`src/common/wavegen_defines.svh`:
```
`ifndef WAVEGEN_DEFINES_SVH
`define WAVEGEN_DEFINES_SVH

// ------------------------------------------------------------------
// Terminal counts and internal bus
// ------------------------------------------------------------------
`define PTERM_N    16
`define SBUS_N     8
`define BUS_W      25
`define SBUS_POS   16
`define STAR_POS   24

// ------------------------------------------------------------------
// Source selection codes
// ------------------------------------------------------------------
`define SEL_W      5
`define SEL_SW     5'h1f

// ------------------------------------------------------------------
// Update interval counter
// ------------------------------------------------------------------
`define CNT_W      24
`define CNT_RST    24'h000000
`define CNT_ONE    24'h000001

// ------------------------------------------------------------------
// Terminal export routes, two bits per terminal
// ------------------------------------------------------------------
`define ROUTE_W    2
`define ROUTE_OFF  2'h0
`define ROUTE_STRT 2'h1
`define ROUTE_PAUS 2'h2
`define ROUTE_SCLK 2'h3

`endif

```
`src/common/wavegen_pkg.sv`:
```
`include "wavegen_defines.svh"

package wavegen_pkg;

  // ----------------------------------------------------------------
  // Generation states
  // ----------------------------------------------------------------
  typedef enum logic [1:0] {
    ST_IDLE,
    ST_ARMED,
    ST_RUN
  } gen_state_t;

  // ----------------------------------------------------------------
  // Engine state
  // ----------------------------------------------------------------
  typedef struct packed {
    gen_state_t           st;
    logic [`CNT_W-1:0]    cnt;
    logic                 tb_int;
    logic                 tb_prev;
    logic                 start_pend;
    logic                 start_q;
    logic                 pause_q;
    logic                 extclk_q;
    logic                 extclk_prev;
    logic                 convert;
    logic                 sclk_n;
  } engine_regs_t;

  typedef struct packed {
    logic s1;
    logic s2;
    logic s3;
    logic level;
  } sync_regs_t;

endpackage

```
`src/rtl/waveform_update_timing_engine.sv`:
```
// Functional notes
// - Each sample clock pulse converts once
// - Sample clock: external signal or divider
// - Divider gives one pulse per N
// - Timebase: internal oscillator or external source
// - Inputs synchronized on sync timebase first
// - Generation waits for the start trigger
// - Only the selected start trigger starts
// - Pause gate low pauses generation
// - Pause source: software or external signal
// - Terminals carry triggers and exports
// - Terminal inputs buffered before multiplexers
// - Sync timebase is inverted timebase
// - Pause sampled on sync timebase rise
// - Exported sample clock active low
// - Start export is unregistered selected start
`include "wavegen_defines.svh"
module waveform_update_timing_engine
(
  // Clock and reset
  input  wire logic                     clk_sys,
  input  wire logic                     rst_n,
  // Programmable function terminals
  input  wire logic [`PTERM_N-1:0]      prog_term_in,
  output wire logic [`PTERM_N-1:0]      prog_term_out,
  output wire logic [`PTERM_N-1:0]      prog_term_oe,
  input  wire logic [`PTERM_N*2-1:0]    prog_term_route,
  // Sync bus terminals
  input  wire logic [`SBUS_N-1:0]       sync_in,
  output wire logic [`SBUS_N-1:0]       sync_out,
  output wire logic [`SBUS_N-1:0]       sync_oe,
  input  wire logic [`SBUS_N*2-1:0]     sync_route,
  // Star trigger terminal
  input  wire logic                     star_in,
  // Source selection
  input  wire logic                     tb_src_ext,
  input  wire logic [`SEL_W-1:0]        tb_sel,
  input  wire logic                     clk_src_ext,
  input  wire logic [`SEL_W-1:0]        clk_sel,
  input  wire logic [`SEL_W-1:0]        start_sel,
  input  wire logic [`SEL_W-1:0]        pause_sel,
  input  wire logic                     pause_en,
  input  wire logic [`CNT_W-1:0]        interval,
  // Software commands
  input  wire logic                     arm,
  input  wire logic                     stop,
  input  wire logic                     sw_start,
  input  wire logic                     sw_pause,
  // DAC and status
  output wire logic                     dac_convert,
  output wire logic                     sample_clk_n,
  output wire logic                     armed,
  output wire logic                     running,
  output wire logic                     start_export
);
  import wavegen_pkg::*;

  // ----------------------------------------------------------------
  // Internal bus source picker
  // ----------------------------------------------------------------
  function automatic logic pick(input logic [`BUS_W-1:0] bus,
                                input logic [`SEL_W-1:0] sel,
                                input logic              sw);
    logic r;
    r = 1'b0;
    if (sel == `SEL_SW) begin
      r = sw;
    end else if (sel < `SEL_W'(`BUS_W)) begin
      r = bus[sel];
    end
    return r;
  endfunction

  function automatic logic route_drive(input logic [`ROUTE_W-1:0] rt,
                                       input logic st_trig,
                                       input logic ps,
                                       input logic sc_n);
    logic r;
    r = 1'b0;
    case (rt)
      `ROUTE_STRT: r = st_trig;
      `ROUTE_PAUS: r = ps;
      `ROUTE_SCLK: r = sc_n;
      default:     r = 1'b0;
    endcase
    return r;
  endfunction

  // ----------------------------------------------------------------
  // Input buffers
  // ----------------------------------------------------------------
  logic [`BUS_W-1:0] bus;
  logic [`BUS_W-1:0] term_raw;

  assign term_raw = {star_in, sync_in, prog_term_in};

  genvar gi;
  generate
    for (gi = 0; gi < `BUS_W; gi++) begin : g_buf
      input_buffer_sync u_buf (
        .clk_sys  (clk_sys),
        .rst_n    (rst_n),
        .async_in (term_raw[gi]),
        .level    (bus[gi])
      );
    end
  endgenerate

  // ----------------------------------------------------------------
  // Selection multiplexers
  // ----------------------------------------------------------------
  engine_regs_t q;
  engine_regs_t next_q;
  logic         tb;
  logic         tb_rise;
  logic         tb_fall;
  logic         sel_start;
  logic         sel_pause;
  logic         sel_clk;
  logic         gen_on;

  assign tb        = tb_src_ext ? pick(bus, tb_sel, 1'b0) : q.tb_int;
  assign tb_rise   = tb & ~q.tb_prev;
  // sync timebase edge is timebase fall
  assign tb_fall   = ~tb & q.tb_prev;
  assign sel_start = pick(bus, start_sel, sw_start);
  assign sel_pause = pick(bus, pause_sel, sw_pause);
  assign sel_clk   = pick(bus, clk_sel, 1'b0);
  assign gen_on    = (q.st == ST_RUN) && (!pause_en || q.pause_q);

  // ----------------------------------------------------------------
  // Engine next state
  // ----------------------------------------------------------------
  always_comb begin
    next_q         = q;
    next_q.tb_int  = ~q.tb_int;
    next_q.tb_prev = tb;
    next_q.convert = 1'b0;
    if (q.st == ST_ARMED && sel_start) begin
      next_q.start_pend = 1'b1;
    end
    if (tb_fall) begin
      next_q.start_q  = q.start_pend | (q.st == ST_ARMED && sel_start);
      next_q.pause_q  = sel_pause;
      next_q.extclk_q = sel_clk;
    end
    if (tb_rise) begin
      next_q.extclk_prev = q.extclk_q;
      next_q.sclk_n      = 1'b1;
    end
    case (q.st)
      ST_IDLE: begin
        if (arm && !stop) begin
          next_q.st         = ST_ARMED;
          next_q.cnt        = interval;
          next_q.start_pend = 1'b0;
          next_q.start_q    = 1'b0;
        end
      end
      ST_ARMED: begin
        if (stop) begin
          next_q.st = ST_IDLE;
        end else if (tb_rise && q.start_q) begin
          next_q.st         = ST_RUN;
          next_q.start_pend = 1'b0;
          next_q.start_q    = 1'b0;
        end
      end
      ST_RUN: begin
        if (stop) begin
          next_q.st = ST_IDLE;
        end
      end
      default: next_q.st = ST_IDLE;
    endcase
    if (gen_on && tb_rise && !stop) begin
      if (clk_src_ext) begin
        if (q.extclk_q && !q.extclk_prev) begin
          next_q.convert = 1'b1;
          next_q.sclk_n  = 1'b0;
        end
      end else if (q.cnt <= `CNT_ONE) begin
        next_q.cnt     = interval;
        next_q.convert = 1'b1;
        next_q.sclk_n  = 1'b0;
      end else begin
        next_q.cnt = q.cnt - `CNT_ONE;
      end
    end
  end

  always_ff @(posedge clk_sys) begin
    if (!rst_n) begin
      q             <= '0;
      q.st          <= ST_IDLE;
      q.cnt         <= `CNT_RST;
      q.sclk_n      <= 1'b1;
    end else begin
      q <= next_q;
    end
  end

  // ----------------------------------------------------------------
  // Outputs and terminal exports
  // ----------------------------------------------------------------
  // one convert per pulse
  assign dac_convert  = q.convert;
  assign sample_clk_n = q.sclk_n;
  assign armed        = (q.st == ST_ARMED);
  assign running      = gen_on;
  assign start_export = sel_start;

  generate
    for (gi = 0; gi < `PTERM_N; gi++) begin : g_prog
      assign prog_term_oe[gi]  = prog_term_route[gi*2 +: 2] != `ROUTE_OFF;
      assign prog_term_out[gi] = route_drive(prog_term_route[gi*2 +: 2],
                                           sel_start, sel_pause, q.sclk_n);
    end
    for (gi = 0; gi < `SBUS_N; gi++) begin : g_sbus
      assign sync_oe[gi]  = sync_route[gi*2 +: 2] != `ROUTE_OFF;
      assign sync_out[gi] = route_drive(sync_route[gi*2 +: 2], sel_start,
                                        sel_pause, q.sclk_n);
    end
  endgenerate
endmodule

```
`src/rtl/input_buffer_sync.sv`:
```
module input_buffer_sync
(
  // Clock and reset
  input  wire logic clk_sys,
  input  wire logic rst_n,
  // Terminal side
  input  wire logic async_in,
  // Internal bus side
  output wire logic level
);
  import wavegen_pkg::*;

  sync_regs_t q;
  sync_regs_t next_q;

  // ----------------------------------------------------------------
  // Three stages; a change counts once stages two and three agree
  // ----------------------------------------------------------------
  always_comb begin
    next_q    = q;
    next_q.s1 = async_in;
    next_q.s2 = q.s1;
    next_q.s3 = q.s2;
    if (q.s2 == q.s3) begin
      next_q.level = q.s3;
    end
  end

  always_ff @(posedge clk_sys) begin
    if (!rst_n) begin
      q <= '0;
    end else begin
      q <= next_q;
    end
  end

  assign level = q.level;

endmodule

```
`config.mk`:
```
export PLATFORM = sky130hd
export DESIGN_NAME = waveform_update_timing_engine
export DESIGN_NICKNAME = d
export VERILOG_FILES = /design/src/common/wavegen_pkg.sv /design/src/rtl/waveform_update_timing_engine.sv /design/src/rtl/input_buffer_sync.sv
export VERILOG_INCLUDE_DIRS = /design/src /design/src/common
export SDC_FILE = /design/constraint.sdc
export NUM_CORES = 1
export LEC_CHECK = 0
export ABC_CLOCK_PERIOD_IN_PS = 4019
export BUFFER_PORTS_ARGS = -buffer_cell sky130_fd_sc_hd__buf_2
export CAP_MARGIN = 10
export CORE_ASPECT_RATIO = 0.75
export CORE_MARGIN = 10
export CORE_UTILIZATION = 30
export CTS_BUF_LIST = sky130_fd_sc_hd__clkbuf_2 sky130_fd_sc_hd__clkbuf_4 sky130_fd_sc_hd__clkbuf_8
export CTS_CLUSTER_SIZE = 24
export DETAILED_ROUTE_END_ITERATION = 8
export PLACE_DENSITY = 0.48
export SLEW_MARGIN = 20
export SYNTH_ARGS = -nofsm -noshare
export SYNTH_HDL_FRONTEND = slang
export SYNTH_SLANG_ARGS = --single-unit
```
`constraint.sdc`:
```
create_clock -name clk_sys -period 4.02 [get_ports clk_sys]
set_input_delay 0.804 -clock clk_sys [delete_from_list [all_inputs] [get_ports clk_sys]]
set_output_delay 0.804 -clock clk_sys [all_outputs]
set_load 0.03 [all_outputs]
```
==> impl_metrics.toml <==
[status]
outcome = "completed"

[floorplanning]
die_x_um = 195
num_rows = 48
io_pins = 179
die_area_sq_um = 29600
die_h_um = 152
core_area_sq_um = 22800
start_util = 0.303

[setup_path]
critPathKind = "in2out"
cp-start-kind = "input pin"
crit_arrival_ns = 2.91
r2r_cells = 7
crit-reg2reg-launch = "q[15]$_SDFF_PN0_"
crit_required_ns = 3.22
path_max_fanout = 25
rrSetupSlack_ns = 1.24
reg2reg_to = "q[27]$_SDFF_PN0_"
cp-end-kind = "primary output"

[cells_and_area]
diodes = 0
n_fill_cell = 2348
regArea_sq_um = 2700
syn2layout_area_growth_pct = 22.1
drive_gt1_frac = 0.337
layout.nets = 1017
multi_input_area_sq_um = 3970

[timing]
finalCriticalPeriod_ns = 3.71
setup_tns_ns = 0
slew_headroom = 0.388
rsz0062_at_grt = "no"
fin_crit_sh = 0.924
hold-worst-slack_ns = 0.407
setup_viol = 0
fmax_mhz = 269
worst_slew_pin_slew_ns = 0.917
hold_viol = 0
slew_viol_final = 0
fin_skew_ns = 0.0156

[route]
drt_iter0_markers = 191
antenna_left = 0
avgRoutedWirePerCell_um = 16.8
first_pass_iters = 5
totalWireLength_um = 20300
num_vias = 5805
drc_errors = 0
via_per_inst = 4.83

[yosys]
ys_warn_count = 0
seq_area_frac_synth = 0.391
synth-adder-area-share = 0.00362
synth.avg_cell_area_sq_um = 9.46
synth_top_family_by_area = "simple AND/OR/NAND/NOR gates"
synthXorXnorAreaFrac = 0.0203
synth_most_common_cell = "dfxtp_1"
muxShareOfSynthArea = 0.204
synth_area_sq_um = 6920
synth_area_leaders = "dfxtp_1 39%, mux2i_1 10%, and2_1 6.9%"
ys_types = 54
synth_enable_flop_cells = 0
synth-compound-area-share = 0.127
yosys.area.top_type = "dfxtp_1"
synth_top_area_frac = 0.391
ys_seq_elements = 135
synthCells = 731
async_flop_share = 0
synth_simple_gate_area_share = 0.218
synth.net_count = 859
ys_dominant_reg_cell = "dfxtp_1"
synth_commonest_cells = "135 x dfxtp_1, 77 x nand2_1, 76 x and2_1"

[clock_tree]
cts.clk_slew.worst_paths_ns = 0.07
cts-root-buf = "clkbuf_8"
ctsLongestPathBuffers = 2
h-tree-depth = 4
insertion_delay_ns = 0.44
cts_tree = "built"
postCtsSetupBuffers = 0
cts.sinks = 135
cts_hold_buf = 0
numCtsBuffers = 17
post_cts_resized = 0

[place]
post-dp-hpwl_um = 15300
io_buffers = 178
place_congestion = 0.811

[min_path]
min_to = "q[8]$_SDFF_PN0_"
hold_path_depth = 1
min_from = "q[8]$_SDFF_PN0_"
hold_class = "reg2reg"

[pwr]
peakVddDrop_uv = 157
p_leak_nw = 3.56
pwr_density_cell_nw_per_um2 = 376

[grt]
overflow = 0
grt_start_max_net_pins = 87
grt_util_all_layers = 0.133
antenna_found_initial = 0
grt_first_pass_wirelength_um = 31600
grt_pass1_vias = 5596

[job]
max-cap-violations = 0
==> where the power goes <==
group	total (mW)	internal, mW	switching (mW)
Combinational	0.558	0.234	0.324
Clock	1.20	0.646	0.558
Sequential	1.41	1.38	0.0303
==> stage by stage <==
stage	power [mW]	instance area (sq um)	setup slack, ns	instances	utilization
2_1_floorplan	1.82	6920	0.139	731	-
3_3_place_gp	2.01	8030	0.326	1170	0.352
3_5_place_dp	2.01	8030	0.273	1170	0.352
4_1_cts	3.23	8450	0.275	1202	0.370
5_1_grt	3.35	8450	0.176	1202	0.370
6_report	3.17	8450	0.307	1202	0.370
==> metal layers <==
| metal | share of wire | track usage | vias up | wire, um |
|---|---|---|---|---|
| met1 | 0.49 | 0.179 | 2705 | 9970 |
| met4 | 0.0061 | 0.0274 | 0 | 124 |
| met5 | 0 | 0 | - | 0 |
| met2 | 0.43 | 0.204 | 178 | 8710 |
| li1 | - | - | 2916 | - |
| met3 | 0.071 | 0.0466 | 6 | 1440 |
==> cell families (layout without fill, tap and decap cells) <==
| family | Yosys count | count (layout) |
|---|---|---|
| multiplexers | 112 | 112 |
| flip-flops | 135 | 135 |
| adder cells (fa/ha/maj) | 2 | 2 |
| AND/OR/NAND/NOR | 281 | 281 |
| XOR/XNOR | 16 | 16 |
| AO/OA/AOI/OAI | 131 | 131 |
| buffers and inverters | 54 | 225 |
==> cell type report <==
class                           count  area share
Multi-Input combinational cell    542       0.469
Sequential cell                   135       0.320
Timing Repair Buffer              187       0.113
Tap cell                          300      0.0444
Clock buffer                       19      0.0302
Clock inverter                     13      0.0198
Inverter                            6     0.00267
==> sequential cells by signal, summed over array words and instances (netlist names) <==
signal	cells
dac_convert	1
g_buf.u_buf.level	25
q	33
g_buf.u_buf.q	25
g_buf.u_buf.next_q	50
sample_clk_n	1
==> critical path: stages <==
cell	delay (ns)
buf_2	0.21
mux4_2	0.53
mux4_2	0.47
mux2_2	0.48
nand2_1	0.15
mux2i_1	0.08
buf_2	0.19
==> cells in the final DEF, fill, tap and decap left out, types with 3 or more instances in the layout <==
master and instances:
buf_2 178, dfxtp_1 135, nand2_1 77, and2_1 76, mux2i_1 71, nor2_1 38
o21ai_0 38, a21oi_1 31, or2_2 26, mux4_2 21, mux2_2 20, clkbuf_8 18
xnor2_1 14, a211o_1 14, a21oi_2 14, nor4_1 10, buf_4 9, nor3_1 8
nand2b_1 7, a211oi_1 7, inv_1 6, nor2b_1 6, o211a_1 6, nand3_1 5
or4_1 5, or3_1 5, inv_6 5, nor4b_1 4, nand3b_1 4, a21o_1 3
bufinv_16 3
==> worst max path at each step <==
stage	startpoint	endpoint	cells after the start
detailed placement	pause_sel[2]	sync_out[7]	7
global route	start_sel[0]	sync_out[7]	9
floorplan	start_sel[0]	prog_term_out[0]	10
CTS	pause_sel[1]	sync_out[7]	7
global placement	pause_sel[1]	prog_term_out[2]	7
finish	pause_sel[1]	sync_out[7]	7
Power figures use the tool's default switching activity.
